===== src/hw/fps_pkg.sv =====
`default_nettype none

package fps_pkg;

    // ------------------------------------------------------------
    // Timing
    // ------------------------------------------------------------
    localparam int CLK_PERIOD_NS = 100;
    localparam int UNLOCK_WAIT_NS = 10000;
    localparam int UNLOCK_CYCLES = (UNLOCK_WAIT_NS + CLK_PERIOD_NS - 1) / CLK_PERIOD_NS;
    localparam int PULSE0_NS = 51200;
    localparam int PULSE1_NS = 102400;
    localparam int PULSE2_NS = 1638400;
    localparam int PULSE3_NS = 10000000;
    localparam int PULSE0_CYCLES = PULSE0_NS / CLK_PERIOD_NS;
    localparam int PULSE1_CYCLES = PULSE1_NS / CLK_PERIOD_NS;
    localparam int PULSE2_CYCLES = PULSE2_NS / CLK_PERIOD_NS;
    localparam int PULSE3_CYCLES = PULSE3_NS / CLK_PERIOD_NS;

    // ------------------------------------------------------------
    // Control register layout
    // ------------------------------------------------------------
    localparam int BIT_WE = 0;
    localparam int BIT_ERASE = 1;
    localparam int BIT_BUSY = 2;
    localparam int BIT_FAULT = 3;
    localparam int BIT_VPP = 4;
    localparam int FLD_PULSE_LO = 5;
    localparam int BIT_WIDTH = 7;
    localparam int BIT_HOLD = 15;
    localparam logic [15:0] CTRL_RESET = 16'h0000;
    localparam logic [15:0] CTRL_WMASK = 16'h80E3;
    localparam logic [15:0] HOLD_MASK = 16'h8000;

    // ------------------------------------------------------------
    // Sequencer states
    // ------------------------------------------------------------
    typedef enum logic [2:0] {
        ST_STANDARD,
        ST_UNLOCKED,
        ST_SETTLE,
        ST_NONVERIFY,
        ST_LOW_HELD,
        ST_BUSY,
        ST_VERIFY
    } fps_state_t;

endpackage : fps_pkg

`default_nettype wire


===== src/hw/fps_sequencer.sv =====
// Function
// Unlock: dummy write, data-equals-address write, 10us.
// Register load configures only, never starts pulse.
// Bit 0 enables program or erase.
// Bit 1 selects erase over program.
// Bits 6:5 pick pulse width, 01 102.4us.
// Bit 7 selects doubleword over word.
// Bit 15 holds writing mode.
// Bit 4 reads supply margin good.
// Two same-address writes program doubleword.
// Bit 2 busy during pulse.
// Pulse end enters verify mode automatically.
// Supply fault flag set if margin lost.
// Software verify read: two reads, 4us apart.
// Software verifies upper word at plus two.
// Software limits retries to 2.5ms total.
// Clearing write enable enters non-verify mode.
// Clearing hold bit returns to standard mode.
// Control register only as whole 16-bit word.
// Software reaches flash indirectly in writing mode.
// No program or erase under read protection.
// Single word write starts programming immediately.
// Busy clears when pulse counter expires.
`default_nettype none

module fps_sequencer #(
    parameter int unsigned PULSE2_CYCLES = fps_pkg::PULSE2_CYCLES,
    parameter int unsigned PULSE3_CYCLES = fps_pkg::PULSE3_CYCLES
) (
    // Clock and reset
    input wire logic clk_sys,
    input wire logic reset,
    // Control register port
    input wire logic ctrl_wr,
    input wire logic ctrl_word,
    input wire logic [15:0] ctrl_wdata,
    output logic [15:0] ctrl_rdata,
    // Flash write port
    input wire logic flash_wr,
    input wire logic [15:0] flash_addr,
    input wire logic [15:0] flash_wdata,
    // Supply and protection
    input wire logic vpp_in,
    input wire logic read_protect,
    // Cell array side
    output logic pulse_active,
    output logic pulse_erase,
    output logic pulse_dword,
    output logic [15:0] pulse_addr,
    output logic [31:0] pulse_data,
    output logic writing_mode,
    output logic verify_mode
);

    fps_pkg::fps_state_t state;
    fps_pkg::fps_state_t next_state;
    logic [15:0] ctrl_cfg;
    logic [7:0] settle_cnt;
    logic fault;
    logic vs1;
    logic vs2;
    logic vs3;
    logic vpp_ok;
    logic timer_running;
    logic timer_done;

    // ------------------------------------------------------------
    // Decode
    // ------------------------------------------------------------
    wire we = ctrl_cfg[fps_pkg::BIT_WE];
    wire erase_sel = ctrl_cfg[fps_pkg::BIT_ERASE];
    wire dword_sel = ctrl_cfg[fps_pkg::BIT_WIDTH];
    wire [1:0] pulse_code = ctrl_cfg[fps_pkg::FLD_PULSE_LO +: 2];
    wire in_cfg = (state == fps_pkg::ST_NONVERIFY) || (state == fps_pkg::ST_LOW_HELD)
                  || (state == fps_pkg::ST_VERIFY);
    wire word_wr = ctrl_wr && ctrl_word;
    wire ctrl_acc = word_wr && in_cfg;
    wire new_hold = ctrl_wdata[fps_pkg::BIT_HOLD];
    wire new_we = ctrl_wdata[fps_pkg::BIT_WE];
    wire trig_ok = flash_wr && in_cfg && we && !read_protect;
    wire erase_go = trig_ok && erase_sel && (flash_wdata == flash_addr);
    wire word_go = trig_ok && !erase_sel && !dword_sel;
    wire low_go = trig_ok && !erase_sel && dword_sel;
    wire high_go = low_go && (state == fps_pkg::ST_LOW_HELD) && (flash_addr == pulse_addr);
    wire launch = (next_state == fps_pkg::ST_BUSY) && (state != fps_pkg::ST_BUSY);
    wire busy_now = (state == fps_pkg::ST_BUSY);

    // ------------------------------------------------------------
    // Next state
    // ------------------------------------------------------------
    always_comb
    begin
        next_state = state;
        case (state)
            fps_pkg::ST_STANDARD:
                if (word_wr)
                    next_state = fps_pkg::ST_UNLOCKED;
            fps_pkg::ST_UNLOCKED:
                if (flash_wr)
                    next_state = (flash_wdata == flash_addr) ? fps_pkg::ST_SETTLE
                                 : fps_pkg::ST_STANDARD;
            fps_pkg::ST_SETTLE:
                if (settle_cnt == 8'h00)
                    next_state = fps_pkg::ST_NONVERIFY;
            fps_pkg::ST_NONVERIFY, fps_pkg::ST_LOW_HELD, fps_pkg::ST_VERIFY:
                if (ctrl_acc)
                begin
                    if (!new_hold)
                        next_state = fps_pkg::ST_STANDARD;
                    else if (state == fps_pkg::ST_VERIFY && !new_we)
                        next_state = fps_pkg::ST_NONVERIFY;
                    else if (state == fps_pkg::ST_LOW_HELD)
                        next_state = fps_pkg::ST_NONVERIFY;
                end
                else if (erase_go || word_go || high_go)
                    next_state = fps_pkg::ST_BUSY;
                else if (low_go)
                    next_state = fps_pkg::ST_LOW_HELD;
            fps_pkg::ST_BUSY:
                if (timer_done)
                    next_state = fps_pkg::ST_VERIFY;
            default:
                next_state = fps_pkg::ST_STANDARD;
        endcase
    end

    // ------------------------------------------------------------
    // State, unlock wait, control register
    // ------------------------------------------------------------
    always_ff @(posedge clk_sys)
    begin
        if (reset)
        begin
            state <= fps_pkg::ST_STANDARD;
            settle_cnt <= 8'h00;
            ctrl_cfg <= fps_pkg::CTRL_RESET;
        end
        else
        begin
            state <= next_state;
            if (next_state == fps_pkg::ST_SETTLE && state != fps_pkg::ST_SETTLE)
                settle_cnt <= 8'(fps_pkg::UNLOCK_CYCLES - 1);
            else if (settle_cnt != 8'h00)
                settle_cnt <= settle_cnt - 8'h01;
            if (ctrl_acc)
                ctrl_cfg <= ctrl_wdata & fps_pkg::CTRL_WMASK;
            else if (state == fps_pkg::ST_SETTLE && next_state == fps_pkg::ST_NONVERIFY)
                ctrl_cfg <= ctrl_cfg | fps_pkg::HOLD_MASK;
        end
    end

    // ------------------------------------------------------------
    // Supply margin sync and fault flag
    // ------------------------------------------------------------
    always_ff @(posedge clk_sys)
    begin
        if (reset)
        begin
            vs1 <= 1'b0;
            vs2 <= 1'b0;
            vs3 <= 1'b0;
            vpp_ok <= 1'b0;
            fault <= 1'b0;
        end
        else
        begin
            vs1 <= vpp_in;
            vs2 <= vs1;
            vs3 <= vs2;
            if (vs2 == vs3)
                vpp_ok <= vs3;
            fault <= (busy_now && !vpp_ok)
                     || (fault && !(ctrl_acc && !ctrl_wdata[fps_pkg::BIT_FAULT]));
        end
    end

    // ------------------------------------------------------------
    // Outputs and pulse capture
    // ------------------------------------------------------------
    always_ff @(posedge clk_sys)
    begin
        if (reset)
        begin
            ctrl_rdata <= fps_pkg::CTRL_RESET;
            pulse_active <= 1'b0;
            pulse_erase <= 1'b0;
            pulse_dword <= 1'b0;
            pulse_addr <= 16'h0000;
            pulse_data <= 32'h0000_0000;
            writing_mode <= 1'b0;
            verify_mode <= 1'b0;
        end
        else
        begin
            ctrl_rdata <= ctrl_cfg | (16'(vpp_ok) << fps_pkg::BIT_VPP)
                          | (16'(fault) << fps_pkg::BIT_FAULT)
                          | (16'(busy_now) << fps_pkg::BIT_BUSY);
            pulse_active <= (next_state == fps_pkg::ST_BUSY);
            writing_mode <= (next_state != fps_pkg::ST_STANDARD)
                            && (next_state != fps_pkg::ST_UNLOCKED)
                            && (next_state != fps_pkg::ST_SETTLE);
            verify_mode <= (next_state == fps_pkg::ST_VERIFY);
            if (launch)
            begin
                pulse_erase <= erase_sel;
                pulse_dword <= high_go;
            end
            if (high_go)
                pulse_data[31:16] <= flash_wdata;
            else if (launch || (low_go && next_state == fps_pkg::ST_LOW_HELD))
            begin
                pulse_addr <= flash_addr;
                pulse_data <= {16'h0000, flash_wdata};
            end
        end
    end

    fps_pulse_timer #(
        .LONG2_CYCLES(PULSE2_CYCLES),
        .LONG3_CYCLES(PULSE3_CYCLES)
    ) u_timer (
        .clk_sys(clk_sys),
        .reset(reset),
        .start(launch),
        .width_code(pulse_code),
        .running(timer_running),
        .done(timer_done)
    );

    // ------------------------------------------------------------
    // Assertions
    // ------------------------------------------------------------
    localparam int UW = fps_pkg::UNLOCK_CYCLES;
    localparam int UW1 = fps_pkg::UNLOCK_CYCLES + 1;
    logic [16:0] busy_len;
    wire [16:0] exp_len = (pulse_code == 2'h0) ? 17'(fps_pkg::PULSE0_CYCLES) :
                          (pulse_code == 2'h1) ? 17'(fps_pkg::PULSE1_CYCLES) :
                          (pulse_code == 2'h2) ? 17'(PULSE2_CYCLES) : 17'(PULSE3_CYCLES);

    always_ff @(posedge clk_sys)
    begin
        if (reset)
            busy_len <= 17'h0_0000;
        else
            busy_len <= pulse_active ? busy_len + 17'h0_0001 : 17'h0_0000;
    end
endmodule : fps_sequencer

`default_nettype wire


===== src/hw/fps_pulse_timer.sv =====
`default_nettype none

module fps_pulse_timer #(
    parameter int unsigned LONG2_CYCLES = fps_pkg::PULSE2_CYCLES,
    parameter int unsigned LONG3_CYCLES = fps_pkg::PULSE3_CYCLES
) (
    // Clock and reset
    input wire logic clk_sys,
    input wire logic reset,
    // Control
    input wire logic start,
    input wire logic [1:0] width_code,
    // Status
    output logic running,
    output logic done
);

    logic [16:0] count;
    wire [16:0] load_value;

    // ------------------------------------------------------------
    // Pulse length lookup
    // ------------------------------------------------------------
    assign load_value = (width_code == 2'h0) ? 17'(fps_pkg::PULSE0_CYCLES - 1) :
                        (width_code == 2'h1) ? 17'(fps_pkg::PULSE1_CYCLES - 1) :
                        (width_code == 2'h2) ? 17'(LONG2_CYCLES - 1) :
                        17'(LONG3_CYCLES - 1);
    assign done = running && (count == 17'h0_0000);

    always_ff @(posedge clk_sys)
    begin
        if (reset)
        begin
            running <= 1'b0;
            count <= 17'h0_0000;
        end
        else if (start)
        begin
            running <= 1'b1;
            count <= load_value;
        end
        else if (done)
        begin
            running <= 1'b0;
        end
        else if (running)
        begin
            count <= count - 17'h0_0001;
        end
    end

endmodule : fps_pulse_timer

`default_nettype wire


===== config.mk =====
export PLATFORM = sky130hd
export DESIGN_NAME = fps_sequencer
export DESIGN_NICKNAME = d
export VERILOG_FILES = /design/src/hw/fps_pkg.sv /design/src/hw/fps_sequencer.sv /design/src/hw/fps_pulse_timer.sv
export SDC_FILE = /design/constraint.sdc
export NUM_CORES = 1
export LEC_CHECK = 0
export BUFFER_PORTS_ARGS = -buffer_cell sky130_fd_sc_hd__buf_2
export CAP_MARGIN = 20
export CORE_MARGIN = 1
export CORE_UTILIZATION = 53
export CTS_CLUSTER_DIAMETER = 120
export DETAILED_ROUTE_END_ITERATION = 8
export PLACE_DENSITY = 0.9
export SLEW_MARGIN = 20
export SYNTH_ARGS = -nofsm -noshare
export SYNTH_HDL_FRONTEND = slang
export SYNTH_SLANG_ARGS = --single-unit

===== constraint.sdc =====
create_clock -name clk_sys -period 3 [get_ports clk_sys]
set_input_delay 0.3 -clock clk_sys [delete_from_list [all_inputs] [get_ports clk_sys]]
set_output_delay 0.3 -clock clk_sys [all_outputs]
set_load 0.05 [all_outputs]

Word level (Yosys, flattened, before mapping). Cells that the tools add are included.

Logic and storage cells: 125. Output and inout port bits: 69. Register bits after elaboration: 109.

$add $sub $neg: 2. Bitwise operators: 4. Eq/ne operators: 21. Multiplexer cells: 26. Reduce and logical (&&, ||, !) cells: 51.

Operators with widths (count): $mux W17 (6); $mux W16 (3); $eq A16 B16 Y1 (2); $mux W32 (1); $mux W3 (10); $logic_and A1 B1 Y1 (23); $eq A3 B3 Y1 const B (6); $logic_not A17 Y1 (1); $sub A17 B1 Y17 const B (1); $or A16 B3 Y16 (1); $or A16 B4 Y16 (1); $or A16 B5 Y16 (1); $pmux W3 S5 (1); $mux W7 (2); $eq A3 B2 Y1 const B (4); $reduce_bool A2 Y1 (5); $logic_not A8 Y1 (1); $reduce_bool A8 Y1 (1); $sub A8 B1 Y8 const B (1); $logic_not A1 Y1 (7); $logic_or A1 B1 Y1 (6); $ne A3 B2 Y1 const B (2); $reduce_and A2 Y1 (2); $eq A3 B1 Y1 const B (1); 14 further kinds (15).

Longest topological paths before layout.
Depth after elaboration: 19. Gate-level depth with buffers: 12.

Modules after synthesis. From an unflattened synthesis, not the netlist that was laid out.

Cell total of the unflattened synthesis: 506. Area total of the unflattened synthesis: 4772.1 um^2.

Modules (own cells, without submodules): fps_sequencer (cells each 382, area an instance 3708.6 um^2, sequential area each 1681.6 um^2, instances 1); fps_pulse_timer (cells each 124, area an instance 1063.5 um^2, sequential area each 360.3 um^2, instances 1).

Worst setup path before layout. No wires, ideal clock.

Path kind: reg2reg. Start: register u_timer.count[0]. End: register pulse_data[21]. Data required time: 2940 ps. Path slack: 222 ps. Data arrival time: 2718 ps. Library setup time: 60 ps. Stages on the path, launching flop included: 12. Cells stage by stage: dfxtp_1 -> inv_1 -> ha_1 -> or4b_2 -> nor4_4 -> a21oi_2 -> a2111oi_4 -> a21oi_2 -> o2111ai_2 -> nor3b_4 -> buf_6 -> a22o_1.

Word-level cells in the longest chain between the ends: 8.

Ends and longest elaborated chain: from (decl) (RTL line fps_pulse_timer.sv:18) `logic [16:0] count;`; from (signal assigned) (RTL line fps_pulse_timer.sv:40) `count <= load_value;`; from (signal assigned) (RTL line fps_pulse_timer.sv:48) `count <= count - 17'h0_0001;`; $logic_not A17 Y1 (*) (RTL line fps_pulse_timer.sv:28) `assign done = running && (count == 17'h0_0000);`; $logic_and A1 B1 Y1 (*) (RTL line fps_pulse_timer.sv:28); $mux W3 (*) (RTL line fps_sequencer.sv:120) `if (timer_done)`; $pmux W3 S5 (*) (RTL line fps_sequencer.sv:94) `case (state)`; $eq A3 B3 Y1 (on tied branches) (RTL line fps_sequencer.sv:85, fps_sequencer.sv:210); $logic_and A1 B1 Y1 (on tied branches) (RTL line fps_sequencer.sv:85, fps_sequencer.sv:210); $logic_or A1 B1 Y1 (*) (RTL line fps_sequencer.sv:210) `else if (launch || (low_go && next_state == fps_pkg::ST_LOW_HELD))`; $reduce_bool A2 Y1 (no line) (*); to (signal assigned) (RTL line fps_sequencer.sv:209) `pulse_data[31:16] <= flash_wdata;`; to (signal assigned) (RTL line fps_sequencer.sv:213) `pulse_data <= {16'h0000, flash_wdata};`; to (decl) (RTL line fps_sequencer.sv:50) `output logic [31:0] pulse_data,`.

Every way passes the cells marked *; elsewhere a longest branch is shown, timed or not. A chain may end at the register's enable or synchronous reset.

Worst setup path in the final report.
Start: register u_timer.count[5]. End: register pulse_data[29].

Same word-level chain as after synthesis.

==> summary by stage <==
Status
The flow ran to the end, and the final reports show no timing, DRC or antenna violations.

Layout
The number of inserted diodes is 0. Cells with a size suffix above 1 make up 30.93% of the layout. The post-route non-filler standard cell count is ~730. The end-of-flow core utilization is 65.02%. The area growth from synthesis to layout is 19.00%.

The total number of nets in the final design is 677.

Setup path
The critical path is of the reg -> reg type. The slack of the worst reg-to-reg path is 0.11 ns. The largest fanout of any net on the critical path is 16. The start of the worst register-to-register path is u_timer.count[5]. Data arrives at the worst endpoint at 3.21 ns. STA classifies the critical path startpoint as a flip-flop. The type of element capturing the critical path is a flip-flop. The required arrival time at the worst endpoint is 3.32 ns.

The length in cells of the worst reg-to-reg path is 9. The worst register-to-register path ends at pulse_data[29].

Place
Input and output buffers added on the ports amount to about 110. The total placed cells including tap cells is 716. At the end of routability-driven placement, the weighted congestion stood at 0.8644. The detailed placer's ending HPWL is 8.342 mm.

Routing
The via count is 4176. For this run, design rule violations remaining after detail routing come to 0. Before antenna repair, the detailed router went through 4 iterations. The via-per-instance ratio is 5.705. The total wire length is 11.22 mm.

The detailed router finished its first iteration with 153 violations. The remaining antenna violation count after routing is 0. The post-detailed-route wirelength per cell is roughly 15 um.

Clock tree
The clock transition at the register clock pins on the worst setup and hold paths after CTS is 0.11 ns. In this run the clock root is driven by a sky130_fd_sc_hd__clkbuf_8. Clock latency on the worst-skew pair, taken at its later pin, is approximately 0.37 ns. TritonCTS built the clock tree.

In this run the post-CTS setup repair buffer count came out at 0. The count of hold buffers inserted by post-cts repair is 0. The total clock buffers created by CTS is 9. The H-tree was split into 3 levels. For this design, the sink count on the clock tree is 102.

In this run the deepest clock path goes through 2 buffers.

Timing
The total count of max-transition violations in the final report is 0. Setup violations remaining at the end of the flow were counted as 0. The part of the cycle the worst path needs is 96.41%.

The worst hold slack is 0.1412 ns. The hold violation total from the final report came to 0. The remaining max-slew budget at the tightest pin is 58.83%. The clock period minus worst slack is 2.892 ns.

Setup repair after global routing left no endpoint under its margin. Setup total negative slack on the finished layout was measured at 0 ns. For the final database, setup skew stands at 0.01628 ns.

The highest achievable clock rate is 345.7 MHz. The transition time of the tightest slew-check pin is roughly 0.6 ns.

Global routing
The global-route usage over all layers is 23.56%. The final global-route overflow total is 0. The wire length of the first global-routing pass is ~17 mm.

The met1 capacity usage during global routing is 28.70%. The number of global-route vias before repair is 3686. The number of antenna violations at the first check in global routing is 0. The global routing usage on met3 is 4.851%. Entering global routing, the biggest net connects 39 pins.

For this run, global-route usage on met2 was measured as about two fifths. The layer flagged by global routing as most heavily used is met2.

Worst hold path
The path class of the tightest hold or removal check is in -> reg. In this run the most critical hold path is launched from vpp_in. The endpoint of the worst hold path is vs1. The number of cells traversed by the worst hold path is 2.

Die
From bottom edge to top edge, the die measures 96.59 um. The horizontal die dimension is 96.59 um. The core footprint is 8678 um2. In this run the core area contains 34 standard-cell rows. The full die area is around 9300 um2. Once the floorplan was initialized, standard cells occupied between 50% and 60% of the core. During I/O placement, the number of pins put on the boundary was 124.

Yosys
Among all flip-flop cells after synthesis, the most frequent one is sky130_fd_sc_hd__dfxtp_1. The number of enable flip-flop cells after synthesis is 0. The mean instance size in the synthesized netlist is 9.119 um2. Counting flops with an async set or reset pin after synthesis yields a share of 0%. The number of instances in the synthesized netlist is between 500 and 600. After synthesis, flip-flops and latches occupy 43.06% of the total area. The flip-flop and latch count after synthesis is approximately 100. During synthesis, Yosys emitted a total of 0 warnings.

In this run the cell area of the synthesized design comes to 4742 um2. The post-synthesis cell type count is 57.

Power and ir drop
The share of total power consumed by net switching is roughly 28%. The sequential power share is between 50% and 60%. The power per standard cell area is 500.2 nW/um2.

The portion of total power attributed to combinational logic is 15.5%. The worst ir drop on vdd is 0.4781 mV. The net switching component of the power is ~0.8 mW.

Cell internal power was estimated by the tool at 2.023 mW. The clock network accounts for approximately a third of the total power. Total power for the finished layout comes to 2.823 mW. The static power due to leakage is 2.409 nW.

Run
The max-capacitance violation count is 0.
==> through the flow <==
step	setup WS, ns	instance area, um2
after global placement	0.08579	5396
after CTS	0.02333	5617
after global routing	0.008078	5643
after floorplan	0.2220	4765
final	0.1077	5643
after detailed placement	-0.009223	5396
==> metal layers <==
metal  vias to the layer above  wire (um)
met2                       161       5470
li1                       2039          -
met5                         -          0
met1                      1960       4766
met3                        16        798
met4                         0        187
==> how the worst max path moves through the flow <==
stage	start	to	slack, ns	cells after the start
floorplan	u_timer.count[0]	pulse_data[21]	0.22	11
global placement	u_timer.count[0]	pulse_data[23]	0.09	11
detailed placement	u_timer.count[0]	pulse_data[29]	-0.009	11
CTS	state[2]	pulse_addr[2]	0.02	9
global route	u_timer.count[5]	pulse_data[29]	0.008	9
finish	u_timer.count[5]	pulse_data[29]	0.11	9
==> logic make-up (layout without fill, tap and decap cells) <==
family          after synthesis  in the layout  synth area share [%]
xor+xnor                     50             50                 9.235
simple gates                175            175                 23.22
fa+ha+maj                     3              3                0.7916
buf+inv                      48            146                 4.829
other cells                   1              7               0.07908
mux                           3              3                0.6596
compound gates              138            138                 18.13
flops                       102            102                 43.06
==> power groups by stage <==
stage / sequential (mW) / combinational (mW) / clock [mW]
finish: 1.46 / 0.438 / 0.922
global route: 1.47 / 0.495 / 0.985
CTS: 1.45 / 0.425 / 0.939
detailed placement: 1.49 / 0.423 / 0
global placement: 1.48 / 0.405 / 0
floorplan: 1.48 / 0.317 / 0
==> cell type report <==
cell class | count | area [um2]
fillers | 679 | 3035
multi-input cells | 376 | 2539
flip-flops and latches | 102 | 2046
repair buffers | 122 | 676.9
clock buffers | 10 | 137.6
well taps | 108 | 135.1
clock inverters | 6 | 78.83
inverters | 8 | 30.03
==> cell usage in the layout (no fill, tap or decap), types with 8 or more instances in the layout <==
| cell type | n |
|---|---|
| sky130_fd_sc_hd__buf_4 | 12 |
| sky130_fd_sc_hd__nor4_1 | 14 |
| sky130_fd_sc_hd__a22o_1 | 16 |
| sky130_fd_sc_hd__xor2_1 | 39 |
| sky130_fd_sc_hd__o21ai_0 | 34 |
| sky130_fd_sc_hd__nor2_1 | 22 |
| sky130_fd_sc_hd__or4_1 | 8 |
| sky130_fd_sc_hd__nand2_1 | 30 |
| sky130_fd_sc_hd__buf_2 | 107 |
| sky130_fd_sc_hd__dfxtp_1 | 99 |
| sky130_fd_sc_hd__nor2b_1 | 15 |
| sky130_fd_sc_hd__clkbuf_8 | 10 |
| sky130_fd_sc_hd__nor3_1 | 11 |
| sky130_fd_sc_hd__inv_1 | 8 |
| sky130_fd_sc_hd__a21oi_1 | 54 |
| sky130_fd_sc_hd__nand3_1 | 8 |
| sky130_fd_sc_hd__xnor2_1 | 11 |
| sky130_fd_sc_hd__or3b_2 | 32 |
==> registers in the layout (all words and copies together) (netlist names) <==
register         count
pulse_data          32
ctrl_cfg             6
vs3                  1
settle_cnt           8
pulse_erase          1
pulse_addr          16
u_timer.count       17
vs2                  1
state                3
pulse_active         1
pulse_dword          1
writing_mode         1
vs1                  1
verify_mode          1
vpp_ok               1
u_timer.running      1
fault                1
ctrl_rdata           9
==> synth_stat cells (all sizes together), types with 11 or more instances <==
cell type / number / area share [%]
a21oi: 56 / 6.1
a22o: 16 / 3.0
buf: 20 / 2.6
clkbuf: 20 / 1.6
dfxtp: 102 / 43
nand2: 30 / 2.4
nor2: 22 / 1.7
nor2b: 15 / 2.0
nor3: 12 / 1.3
nor4: 17 / 2.7
o21ai: 40 / 4.2
or3b: 32 / 5.9
xnor2: 11 / 2.0
xor2: 39 / 7.2
==> critical path: stages (launching register included) <==
cell,delay [ns]
sky130_fd_sc_hd__dfxtp_1,0.36
sky130_fd_sc_hd__or4_1,0.69
sky130_fd_sc_hd__nor4_4,0.36
sky130_fd_sc_hd__a21oi_2,0.13
sky130_fd_sc_hd__a2111oi_4,0.32
sky130_fd_sc_hd__a21oi_2,0.13
sky130_fd_sc_hd__o2111ai_4,0.25
sky130_fd_sc_hd__nor3b_4,0.27
sky130_fd_sc_hd__buf_12,0.17
sky130_fd_sc_hd__a22o_1,0.16
==> timing repair <==
action	4_1_cts	5_1_grt
gates resized for setup	1	7
endpoints found under the setup margin	23	36
pin swaps	0	1
No activity file was read; power rests on OpenSTA's default activity.
